File: src/hdl/iosf_pkg.sv
package iosf_pkg;
    // register bus
    localparam int ADDR_W = 8;
    localparam int DATA_W = 16;
    localparam logic [ADDR_W-1:0] OFS_STATUS = 8'h00;
    localparam logic [ADDR_W-1:0] OFS_MASK   = 8'h04;
    localparam logic [ADDR_W-1:0] OFS_IMAGE  = 8'h08;
    localparam logic [ADDR_W-1:0] OFS_OUTPUT = 8'h0C;
    localparam logic [ADDR_W-1:0] OFS_CTRL   = 8'h10;
    // channel counts and image layout
    localparam int NUM_DI      = 11;
    localparam int NUM_DO      = 2;
    localparam int BYTE_W      = 8;
    localparam int B1_DI_LSB   = 0;
    localparam int B1_SEAL0    = 3;
    localparam int B1_COIL_LSB = 4;
    localparam int B1_PWR_LSB  = 6;
    localparam int CMD_DO_LSB  = 0;
    // status events
    localparam int EV_W        = 3;
    localparam int EV_TIMEOUT  = 0;
    localparam int EV_FAILSAFE = 1;
    localparam int EV_UPDATE   = 2;
    localparam logic [EV_W-1:0] MASK_RST = 3'h0;
    // control and output-view fields
    localparam int   CTRL_FS_EN     = 0;
    localparam logic CTRL_FS_EN_RST = 1'b1;
    localparam int   OUT_DO_LSB     = 0;
    localparam int   OUT_SEAL_LSB   = 2;
    localparam int   OUT_STATE_LSB  = 4;
    localparam int   STATE_W        = 2;
    // timing
    localparam int CNT_W              = 32;
    localparam int CLK_MHZ            = 125;
    localparam int US_PER_MS          = 1000;
    localparam int SCAN_PERIOD_US     = 1000;
    localparam int LINK_TIMEOUT_MS    = 100;
    localparam int SCAN_CYCLES_DEF    = SCAN_PERIOD_US * CLK_MHZ;
    localparam int TIMEOUT_CYCLES_DEF = LINK_TIMEOUT_MS * US_PER_MS * CLK_MHZ;
    typedef enum logic [STATE_W-1:0] {LINK_OK, LINK_CHECK, LINK_APPLY, LINK_LOST} iosf_link_type;
endpackage

File: src/hdl/iosf_scan_if.sv
interface iosf_scan_if;
    import iosf_pkg::*;
    logic [NUM_DI-1:0] di;
    logic [NUM_DO-1:0] coil;
    logic [NUM_DO-1:0] pwr;
    logic [NUM_DO-1:0] seal_stat;
    logic [NUM_DO-1:0] seal_cfg;
    logic [NUM_DO-1:0] sealed;
    logic              scan_tick;
    modport sampler (output di, coil, pwr, seal_stat, seal_cfg, scan_tick, input sealed);
    modport user    (input di, coil, pwr, seal_stat, seal_cfg, scan_tick, output sealed);
endinterface

File: src/hdl/iosf_scan.sv
module iosf_scan
    import iosf_pkg::*;
#(
    parameter int SCAN_CYCLES = SCAN_CYCLES_DEF
)
(
    // clock and reset
    input  wire logic              core_clk,
    input  wire logic              sys_rst,
    // board pins, true levels
    input  wire logic [NUM_DI-1:0] discrete_input,
    input  wire logic [NUM_DO-1:0] coil_ok_pin,
    input  wire logic [NUM_DO-1:0] power_ok_pin,
    input  wire logic [NUM_DO-1:0] seal_volt_pin,
    input  wire logic [NUM_DO-1:0] latch_enable_switch,
    // image toward the core
    iosf_scan_if.sampler           sc
);
    localparam int SW_LSB = 0;
    localparam int SV_LSB = NUM_DO;
    localparam int PW_LSB = 2 * NUM_DO;
    localparam int CO_LSB = 3 * NUM_DO;
    localparam int DI_LSB = 4 * NUM_DO;
    localparam int PIN_W  = NUM_DI + 4 * NUM_DO;

    logic [PIN_W-1:0]  meta_r, meta_nxt, sync_r, sync_nxt;
    logic [CNT_W-1:0]  cnt_r, cnt_nxt;
    logic              tick_r, tick_nxt;
    logic [NUM_DI-1:0] di_r, di_nxt;
    logic [NUM_DO-1:0] coil_r, coil_nxt, pwr_r, pwr_nxt;
    logic [NUM_DO-1:0] seal_r, seal_nxt, cfg_r, cfg_nxt;

    always_comb
    begin
        meta_nxt = {discrete_input, coil_ok_pin, power_ok_pin, seal_volt_pin, latch_enable_switch};
        sync_nxt = meta_r;
        tick_nxt = (cnt_r == CNT_W'(SCAN_CYCLES - 1));
        cnt_nxt  = tick_nxt ? '0 : cnt_r + 1'b1;
        // seal-in is armed only with field voltage and the switch closed
        cfg_nxt  = sync_r[SV_LSB +: NUM_DO] & sync_r[SW_LSB +: NUM_DO];
        di_nxt   = di_r;
        coil_nxt = coil_r;
        pwr_nxt  = pwr_r;
        seal_nxt = seal_r;
        if (tick_r)
        begin
            di_nxt   = sync_r[DI_LSB +: NUM_DI];
            coil_nxt = sync_r[CO_LSB +: NUM_DO];
            pwr_nxt  = sync_r[PW_LSB +: NUM_DO];
            seal_nxt = sc.sealed;
        end
    end

    always_ff @(posedge core_clk)
    begin
        if (sys_rst)
        begin
            meta_r <= '0;
            sync_r <= '0;
            cnt_r  <= '0;
            tick_r <= 1'b0;
            di_r   <= '0;
            coil_r <= '0;
            pwr_r  <= '0;
            seal_r <= '0;
            cfg_r  <= '0;
        end
        else
        begin
            meta_r <= meta_nxt;
            sync_r <= sync_nxt;
            cnt_r  <= cnt_nxt;
            tick_r <= tick_nxt;
            di_r   <= di_nxt;
            coil_r <= coil_nxt;
            pwr_r  <= pwr_nxt;
            seal_r <= seal_nxt;
            cfg_r  <= cfg_nxt;
        end
    end

    assign sc.di        = di_r;
    assign sc.coil      = coil_r;
    assign sc.pwr       = pwr_r;
    assign sc.seal_stat = seal_r;
    assign sc.seal_cfg  = cfg_r;
    assign sc.scan_tick = tick_r;

    a_scan_seal_sample: assert property (@(posedge core_clk) disable iff (sys_rst)
        tick_r |=> (seal_r == $past(sc.sealed)))
        else $error("seal-in status not sampled on scan tick");
endmodule

File: src/hdl/iosf_top.sv
// How it works
// - byte two: inputs nine-eleven, seal status zero, coil continuity, power status.
// - armed seal-in circuit latches the true output state to keep it energized.
// - seal-in status is sampled into the input image every scan cycle.
// - on link timeout, latest seal status is evaluated before any output changes.
// - after timeout, a sealed output channel stays energized.
// - after timeout, an unsealed output channel is cleared for failsafe.
// - a normal update message loads both output bits into the output latch.
//
// Design decisions made here: strobed register access and the register offsets.
module iosf_top
    import iosf_pkg::*;
#(
    parameter int SCAN_CYCLES    = SCAN_CYCLES_DEF,
    parameter int TIMEOUT_CYCLES = TIMEOUT_CYCLES_DEF
)
(
    // clock and reset
    input  wire logic              core_clk,
    input  wire logic              sys_rst,
    // register port
    input  wire logic [ADDR_W-1:0] reg_addr,
    input  wire logic [DATA_W-1:0] reg_wdata,
    input  wire logic              reg_wr,
    input  wire logic              reg_rd,
    output logic      [DATA_W-1:0] reg_rdata,
    // controller serial link, decoded messages
    input  wire logic              msg_valid,
    input  wire logic              msg_update,
    input  wire logic [BYTE_W-1:0] msg_data,
    output logic      [BYTE_W-1:0] resp_byte0,
    output logic      [BYTE_W-1:0] resp_byte1,
    // board pins
    input  wire logic [NUM_DI-1:0] discrete_input,
    input  wire logic [NUM_DO-1:0] coil_ok_pin,
    input  wire logic [NUM_DO-1:0] power_ok_pin,
    input  wire logic [NUM_DO-1:0] seal_volt_pin,
    input  wire logic [NUM_DO-1:0] latch_enable_switch,
    output logic      [NUM_DO-1:0] do_out,
    // status
    output logic                   link_lost,
    output logic                   irq
);
    localparam int B0_LSB = 0;
    localparam int HI_DI  = NUM_DI - BYTE_W;

    iosf_scan_if sc ();

    iosf_scan #(
        .SCAN_CYCLES         (SCAN_CYCLES)
    ) u_scan (
        .core_clk            (core_clk),
        .sys_rst             (sys_rst),
        .discrete_input      (discrete_input),
        .coil_ok_pin         (coil_ok_pin),
        .power_ok_pin        (power_ok_pin),
        .seal_volt_pin       (seal_volt_pin),
        .latch_enable_switch (latch_enable_switch),
        .sc                  (sc)
    );

    // link and output state
    iosf_link_type     state_r, state_nxt;
    logic [CNT_W-1:0]  to_cnt_r, to_cnt_nxt;
    logic [NUM_DO-1:0] do_latch_r, do_latch_nxt;
    logic [NUM_DO-1:0] sealed_r, sealed_nxt;
    logic [NUM_DO-1:0] keep_r, keep_nxt;
    logic [NUM_DO-1:0] do_out_r, do_out_nxt;
    logic              lost_r, lost_nxt;
    logic              fs_en_r, fs_en_nxt;
    logic              timed_out;
    logic              upd_ok;
    logic [EV_W-1:0]   ev;

    always_comb
    begin
        state_nxt    = state_r;
        do_latch_nxt = do_latch_r;
        keep_nxt     = keep_r;
        ev           = '0;
        timed_out    = (to_cnt_r == CNT_W'(TIMEOUT_CYCLES - 1));
        upd_ok       = msg_valid && msg_update && (state_r == LINK_OK || state_r == LINK_LOST);
        to_cnt_nxt   = to_cnt_r;
        // counter stops at the limit, so a long silence never wraps into a fresh window
        if (msg_valid)
            to_cnt_nxt = '0;
        else if (!timed_out)
            to_cnt_nxt = to_cnt_r + 1'b1;
        unique case (state_r)
            LINK_OK:
            begin
                if (!msg_valid && timed_out)
                begin
                    state_nxt      = LINK_CHECK;
                    ev[EV_TIMEOUT] = 1'b1;
                end
            end
            LINK_CHECK:
            begin
                // outputs untouched here; only the latest scanned seal status is read
                keep_nxt  = sc.seal_stat;
                state_nxt = LINK_APPLY;
            end
            LINK_APPLY:
            begin
                if (fs_en_r)
                begin
                    do_latch_nxt    = do_latch_r & keep_r;
                    ev[EV_FAILSAFE] = 1'b1;
                end
                state_nxt = LINK_LOST;
            end
            LINK_LOST:
            begin
                if (msg_valid)
                    state_nxt = LINK_OK;
            end
        endcase
        // updates during the two-cycle evaluation are dropped to keep it atomic
        if (upd_ok)
        begin
            do_latch_nxt  = msg_data[CMD_DO_LSB +: NUM_DO];
            ev[EV_UPDATE] = 1'b1;
        end
        // seal-in holds the true state while armed; a timeout reads it back
        sealed_nxt = sc.seal_cfg & do_latch_r;
        do_out_nxt = do_latch_nxt;
        lost_nxt   = (state_nxt != LINK_OK);
    end

    always_ff @(posedge core_clk)
    begin
        if (sys_rst)
        begin
            state_r    <= LINK_OK;
            to_cnt_r   <= '0;
            do_latch_r <= '0;
            sealed_r   <= '0;
            keep_r     <= '0;
            do_out_r   <= '0;
            lost_r     <= 1'b0;
        end
        else
        begin
            state_r    <= state_nxt;
            to_cnt_r   <= to_cnt_nxt;
            do_latch_r <= do_latch_nxt;
            sealed_r   <= sealed_nxt;
            keep_r     <= keep_nxt;
            do_out_r   <= do_out_nxt;
            lost_r     <= lost_nxt;
        end
    end

    // seal status feeds back to the scan, which picks it up only on its tick
    assign sc.sealed = sealed_r;

    // response image
    logic [BYTE_W-1:0] resp0_r, resp0_nxt, resp1_r, resp1_nxt;

    always_comb
    begin
        // rebuilt every cycle, but only moves when the scan refreshes its latches
        resp0_nxt = sc.di[B0_LSB +: BYTE_W];
        resp1_nxt = '0;
        resp1_nxt[B1_DI_LSB +: HI_DI]    = sc.di[BYTE_W +: HI_DI];
        resp1_nxt[B1_SEAL0]              = sc.seal_stat[0];
        resp1_nxt[B1_COIL_LSB +: NUM_DO] = sc.coil;
        resp1_nxt[B1_PWR_LSB +: NUM_DO]  = sc.pwr;
    end

    always_ff @(posedge core_clk)
    begin
        if (sys_rst)
        begin
            resp0_r <= '0;
            resp1_r <= '0;
        end
        else
        begin
            resp0_r <= resp0_nxt;
            resp1_r <= resp1_nxt;
        end
    end

    // registers and interrupt
    logic [EV_W-1:0]   status_r, status_nxt, mask_r, mask_nxt;
    logic [DATA_W-1:0] rdata_r, rdata_nxt;
    logic              irq_r, irq_nxt;

    always_comb
    begin
        mask_nxt  = mask_r;
        fs_en_nxt = fs_en_r;
        rdata_nxt = '0;
        if (reg_wr && reg_addr == OFS_MASK)
            mask_nxt = reg_wdata[EV_W-1:0];
        if (reg_wr && reg_addr == OFS_CTRL)
            fs_en_nxt = reg_wdata[CTRL_FS_EN];
        // new events win over the read that clears
        status_nxt = ((reg_rd && reg_addr == OFS_STATUS) ? '0 : status_r) | ev;
        if (reg_rd)
        begin
            unique case (reg_addr)
                OFS_STATUS: rdata_nxt[EV_W-1:0] = status_r;
                OFS_MASK:   rdata_nxt[EV_W-1:0] = mask_r;
                OFS_IMAGE:  rdata_nxt = {resp1_r, resp0_r};
                OFS_OUTPUT:
                begin
                    rdata_nxt[OUT_DO_LSB +: NUM_DO]     = do_latch_r;
                    rdata_nxt[OUT_SEAL_LSB +: NUM_DO]   = sealed_r;
                    rdata_nxt[OUT_STATE_LSB +: STATE_W] = state_r;
                end
                OFS_CTRL:   rdata_nxt[CTRL_FS_EN] = fs_en_r;
                default:    rdata_nxt = '0;
            endcase
        end
        irq_nxt = |(status_nxt & mask_nxt);
    end

    always_ff @(posedge core_clk)
    begin
        if (sys_rst)
        begin
            status_r <= '0;
            mask_r   <= MASK_RST;
            fs_en_r  <= CTRL_FS_EN_RST;
            rdata_r  <= '0;
            irq_r    <= 1'b0;
        end
        else
        begin
            status_r <= status_nxt;
            mask_r   <= mask_nxt;
            fs_en_r  <= fs_en_nxt;
            rdata_r  <= rdata_nxt;
            irq_r    <= irq_nxt;
        end
    end

    assign reg_rdata  = rdata_r;
    assign resp_byte0 = resp0_r;
    assign resp_byte1 = resp1_r;
    assign do_out     = do_out_r;
    assign link_lost  = lost_r;
    assign irq        = irq_r;

    a_byte0_input_map: assert property (@(posedge core_clk) disable iff (sys_rst)
        ##1 (resp_byte0 == $past(sc.di[B0_LSB +: BYTE_W])))
        else $error("response byte one does not mirror inputs one to eight");

    a_byte1_status_map: assert property (@(posedge core_clk) disable iff (sys_rst)
        ##1 (resp_byte1[B1_SEAL0] == $past(sc.seal_stat[0])
             && resp_byte1[B1_PWR_LSB +: NUM_DO] == $past(sc.pwr)
             && resp_byte1[B1_COIL_LSB +: NUM_DO] == $past(sc.coil)
             && resp_byte1[B1_DI_LSB +: HI_DI] == $past(sc.di[BYTE_W +: HI_DI])))
        else $error("response byte two layout wrong");

    a_check_before_change: assert property (@(posedge core_clk) disable iff (sys_rst)
        (state_r == LINK_OK && !msg_valid && timed_out)
        |=> (state_r == LINK_CHECK) ##1 ((state_r == LINK_APPLY) && $stable(do_latch_r)))
        else $error("outputs changed before seal status was evaluated");

    // one copy per output channel
    for (genvar ch = 0; ch < NUM_DO; ch++)
    begin : g_chan
        a_seal_latch_true: assert property (@(posedge core_clk) disable iff (sys_rst)
            (sc.seal_cfg[ch] && do_latch_r[ch]) |=> sealed_r[ch])
            else $error("armed seal-in did not latch an energized output");

        a_keep_sealed: assert property (@(posedge core_clk) disable iff (sys_rst)
            (state_r == LINK_CHECK && sc.seal_stat[ch] && do_latch_r[ch]) |=> ##1 do_out[ch])
            else $error("sealed channel dropped after timeout");
    end

    a_clear_unsealed: assert property (@(posedge core_clk) disable iff (sys_rst)
        (state_r == LINK_CHECK && fs_en_r)
        |=> ##1 ((do_latch_r & ~$past(sc.seal_stat, 2)) == '0 && (do_out & ~$past(sc.seal_stat, 2)) == '0))
        else $error("unsealed channel not cleared after timeout");

    a_status_sticky: assert property (@(posedge core_clk) disable iff (sys_rst)
        (status_r[EV_TIMEOUT] && !(reg_rd && reg_addr == OFS_STATUS)) |=> status_r[EV_TIMEOUT])
        else $error("timeout status bit lost without a status read");

    a_rdata_idle: assert property (@(posedge core_clk) disable iff (sys_rst)
        !$past(reg_rd) |-> (reg_rdata == '0))
        else $error("read data present without a read");

    a_update_load: assert property (@(posedge core_clk) disable iff (sys_rst)
        (msg_valid && msg_update && (state_r == LINK_OK || state_r == LINK_LOST))
        |=> (do_out == $past(msg_data[CMD_DO_LSB +: NUM_DO])))
        else $error("update message not loaded into output latch");

    a_timeout_restart: assert property (@(posedge core_clk) disable iff (sys_rst)
        msg_valid |=> (to_cnt_r == '0) && !(state_r == LINK_CHECK))
        else $error("valid message did not restart the timeout counter");

    a_timeout_limit: assert property (@(posedge core_clk) disable iff (sys_rst)
        (state_r == LINK_OK && !msg_valid && to_cnt_r == CNT_W'(TIMEOUT_CYCLES - 1))
        |=> (state_r == LINK_CHECK) && link_lost)
        else $error("timeout not declared at the limit");
endmodule

File: config.mk
export PLATFORM = sky130hd
export DESIGN_NAME = iosf_top
export DESIGN_NICKNAME = d
export VERILOG_FILES = /design/src/hdl/iosf_pkg.sv /design/src/hdl/iosf_scan_if.sv /design/src/hdl/iosf_scan.sv /design/src/hdl/iosf_top.sv
export SDC_FILE = /design/constraint.sdc
export NUM_CORES = 1
export LEC_CHECK = 0
export BUFFER_PORTS_ARGS = -buffer_cell sky130_fd_sc_hd__clkbuf_2
export CAP_MARGIN = 5
export CORE_MARGIN = 1.5
export CORE_UTILIZATION = 50
export DETAILED_ROUTE_END_ITERATION = 12
export GPL_TIMING_DRIVEN = 0
export MAX_ROUTING_LAYER = met4
export PLACE_DENSITY_LB_ADDON = 0.12
export SLEW_MARGIN = 10
export SYNTH_ARGS = -nofsm -noshare
export SYNTH_HDL_FRONTEND = slang
export SYNTH_HIERARCHICAL = 1
export SYNTH_SLANG_ARGS = --single-unit
export TNS_END_PERCENT = 50
File: constraint.sdc
create_clock -name core_clk -period 2.8 [get_ports core_clk]
set_input_delay 0 -clock core_clk [delete_from_list [all_inputs] [get_ports core_clk]]
set_output_delay 0 -clock core_clk [all_outputs]
set_load 0.03 [all_outputs]
==> results.py <==
metrics = {
    "outcome": {
        "outcome": "complete, no violations",
    },
    "logic_synthesis": {
        "yosysTopAreaCell": "dfxtp_1",
        "yosysUniqueCellTypes": 54,
        "ys_ff_latch": 171,
        "async_flop_share": 0,
        "synth_edf_count": 0,
        "synth_common_cells": "dfxtp_1 (171), nor2_1 (81), nor2b_1 (59)",
        "yosys-top-cells-area": "dfxtp_1 (52%), nor2b_1 (5.6%), nor2_1 (4.6%)",
        "synth_top_area_share": 0.520,
        "netlist_area_sq_mm": 0.00659,
        "synth_flop_cell": "dfxtp_1",
        "avgSynthCellArea_sq_um": 9.88,
        "yosysWarnings": 6,
        "yosysMostFrequentCell": "dfxtp_1",
        "syn_inst": 667,
        "synth_nets": 732,
        "ys_seq_area_frac": 0.520,
    },
    "sta": {
        "worst_pin_slew_ns": 0.711,
        "finalSetupViolCount": 0,
        "timing.slew.headroom": 0.522,
        "min_period_ns": 2.20,
        "setup-tns-final_ns": 0,
        "clock_skew_ns": 0.0141,
        "fin_crit_sh": 0.786,
        "maxSlewViolCount": 0,
        "rsz0062_at_grt": "false",
        "finalHoldViolCount": 0,
        "fmax_mhz": 454,
    },
    "critical_path": {
        "path_max_fanout": 7,
        "worstSetupStartpointType": "flop",
        "cp.required_ns": 3.17,
        "crit_type": "reg2reg",
        "cp-end-kind": "flop",
        "critPathArrivalTime_ns": 2.57,
    },
    "clock_network": {
        "ctsHoldBuffers": 33,
        "cts.sinks": 171,
        "cts_resized": 0,
        "cts_tree": "built",
        "cts.path.max_buffers": 2,
        "clk_pin_slew_ns": 0.06,
        "cts-root-buf": "clkbuf_16",
        "clkLatencyLatePin_ns": 0.43,
        "htreeDepth": 4,
        "cts_buffers": 17,
        "post-cts-setup-buffer-count": 0,
    },
    "placement": {
        "placed_area_sq_mm": 0.00716,
        "dpl.hpwl_mm": 9.31,
        "portBuffers": 72,
        "place_congestion": 0.878,
    },
    "min_path": {
        "hp-class": "in2reg",
    },
    "floorplanning": {
        "io_pins": 93,
        "coreArea_sq_mm": 0.0127,
        "initial_core_util": 0.518,
        "die_height_um": 118,
        "die_w_um": 118,
        "die-area_sq_mm": 0.0139,
        "rows": 41,
    },
    "global_routing": {
        "grt_antenna_before_repair": 0,
        "grt_max_degree": 17,
        "grt_use_total": 0.206,
        "grt_pass1_wl_mm": 22.6,
        "grt_pass1_vias": 4958,
        "grt_remaining_overflow": 0,
    },
    "pwr": {
        "power_density_mw_per_mm2": 619,
        "internal-power_uw": 3930,
        "sw_frac_of_total": 0.216,
        "leakagePower_uw": 0.00309,
        "switchingPower_uw": 1080,
        "clockPowerShare": 0.473,
        "ir_drop_uv": 432,
        "seqPwrFrac": 0.495,
        "p_comb_frac": 0.032,
    },
    "finish": {
        "fillers": 1075,
        "final_util": 0.637,
        "fin_nets": 856,
        "syn_to_final_growth_pct": 23.0,
        "multi_input_area_sq_mm": 0.00298,
        "final_cell_area_sq_mm": 0.00810,
        "drive_gt1_frac": 0.177,
        "diodes": 0,
        "seq_area_sq_mm": 0.00342,
    },
    "route": {
        "ant_nets": 0,
        "drt_wl_total_mm": 13.3,
        "drt_iter0_markers": 325,
        "via_per_inst": 5.20,
        "vias": 5078,
        "first_pass_iters": 5,
        "drt-wirelength-per-cell_um": 13.6,
        "drc_errors": 0,
    },
    "job": {
        "max_cap_viol_count": 0,
    },
}
through the flow:
| stage | std cells | hold WS, ns | total power [uW] | setup slack, ns |
|---|---|---|---|---|
| 2_1_floorplan | 667 | 0.128 | 2600 | 0.930 |
| 3_3_place_gp | 911 | 0.207 | 2660 | 0.664 |
| 3_5_place_dp | 911 | 0.213 | 2660 | 0.641 |
| 4_1_cts | 976 | 0.0151 | 5060 | 0.609 |
| 5_1_grt | 976 | 0.0528 | 5200 | 0.465 |
| 6_report | 976 | 0.0378 | 5010 | 0.598 |
routing by layer:
| metal | track usage | wire length (um) | up-vias |
|---|---|---|---|
| met5 | - | 0 | - |
| met2 | 0.344 | 6530 | 107 |
| met4 | 0.0755 | 188 | 0 |
| met3 | 0.0499 | 541 | 21 |
| met1 | 0.241 | 5990 | 2384 |
| li1 | - | - | 2566 |
final cells by class:
cell class | count | area share
Sequential cell | 171 | 0.423
Multi-Input combinational cell | 457 | 0.368
Timing Repair Buffer | 105 | 0.0853
Clock buffer | 19 | 0.0559
Tap cell | 172 | 0.0266
Clock inverter | 13 | 0.0190
Buffer | 30 | 0.0181
Inverter | 9 | 0.00417
final timing paths:
kind              slack, ns  cells past startpoint            to                   from
setup / recovery       0.60                      6           irq            to_cnt_r[0]
hold / removal         0.04                      4       fs_en_r            reg_addr[4]
setup reg to reg       0.60                      6           irq            to_cnt_r[0]
hold reg to reg        0.42                      2  sc.sealed[0]  u_scan/sc.seal_cfg[0]
registers in the layout, summed over array words and instances (netlist names), 3 cells and up:
name           flops
resp_byte0         8
u_scan/cnt_r      32
to_cnt_r          32
reg_rdata         16
u_scan/sync_r     19
u_scan/meta_r     19
mask_r             3
status_r           3
resp_byte1         8
u_scan/sc.di      11
cell usage in the layout, fill, tap and decap left out, drive strengths merged, types with 3 or more instances in the layout:
| cell type | Yosys | routed |
|---|---|---|
| dfxtp | 171 | 171 |
| clkbuf | 17 | 108 |
| nor2 | 82 | 82 |
| nor2b | 59 | 59 |
| nand2 | 36 | 36 |
| dlygate4sd3 | 0 | 33 |
| mux2i | 26 | 26 |
| a21oi | 26 | 26 |
| nand4 | 25 | 25 |
| xor2 | 22 | 22 |
| nand3 | 19 | 19 |
| xnor2 | 18 | 18 |
| nor4 | 15 | 15 |
| inv | 9 | 15 |
| and2 | 14 | 14 |
| o21ai | 14 | 14 |
| or4 | 13 | 13 |
| buf | 13 | 13 |
| or3 | 12 | 12 |
| and4 | 11 | 11 |
| o31ai | 10 | 10 |
| nor3 | 9 | 9 |
| ha | 8 | 8 |
| and3 | 7 | 7 |
| o211ai | 4 | 4 |
| clkinv | 0 | 4 |
| nor4b | 4 | 4 |
| mux4 | 3 | 3 |
| or2 | 3 | 3 |
| a211oi | 3 | 3 |
logic make-up after synthesis:
family,synth area share
AOI/OAI and AO/OA,0.0619
adders and majority gates,0.0152
and+or+nand+nor,0.273
buffers and inverters,0.0273
xor gates and xnor gates,0.0532
muxes,0.0498
DFF,0.520
critical path, cell delays in order, from the launching register on:
cell      delay, ns
dfxtp_1        0.40
ha_1           0.26
and4_1         0.30
nand4_1        0.29
or4_4          0.53
a211oi_2       0.25
a211o_1        0.13
power groups by stage:
| stage | logic, uW | registers (uW) | clock network [uW] |
|---|---|---|---|
| 2_1_floorplan | 72.4 | 2530 | 0 |
| 3_3_place_gp | 125 | 2530 | 0 |
| 3_5_place_dp | 128 | 2530 | 0 |
| 4_1_cts | 161 | 2480 | 2420 |
| 5_1_grt | 180 | 2480 | 2540 |
| 6_report | 162 | 2480 | 2370 |
Note: power is estimated with default switching activity, not from simulation.
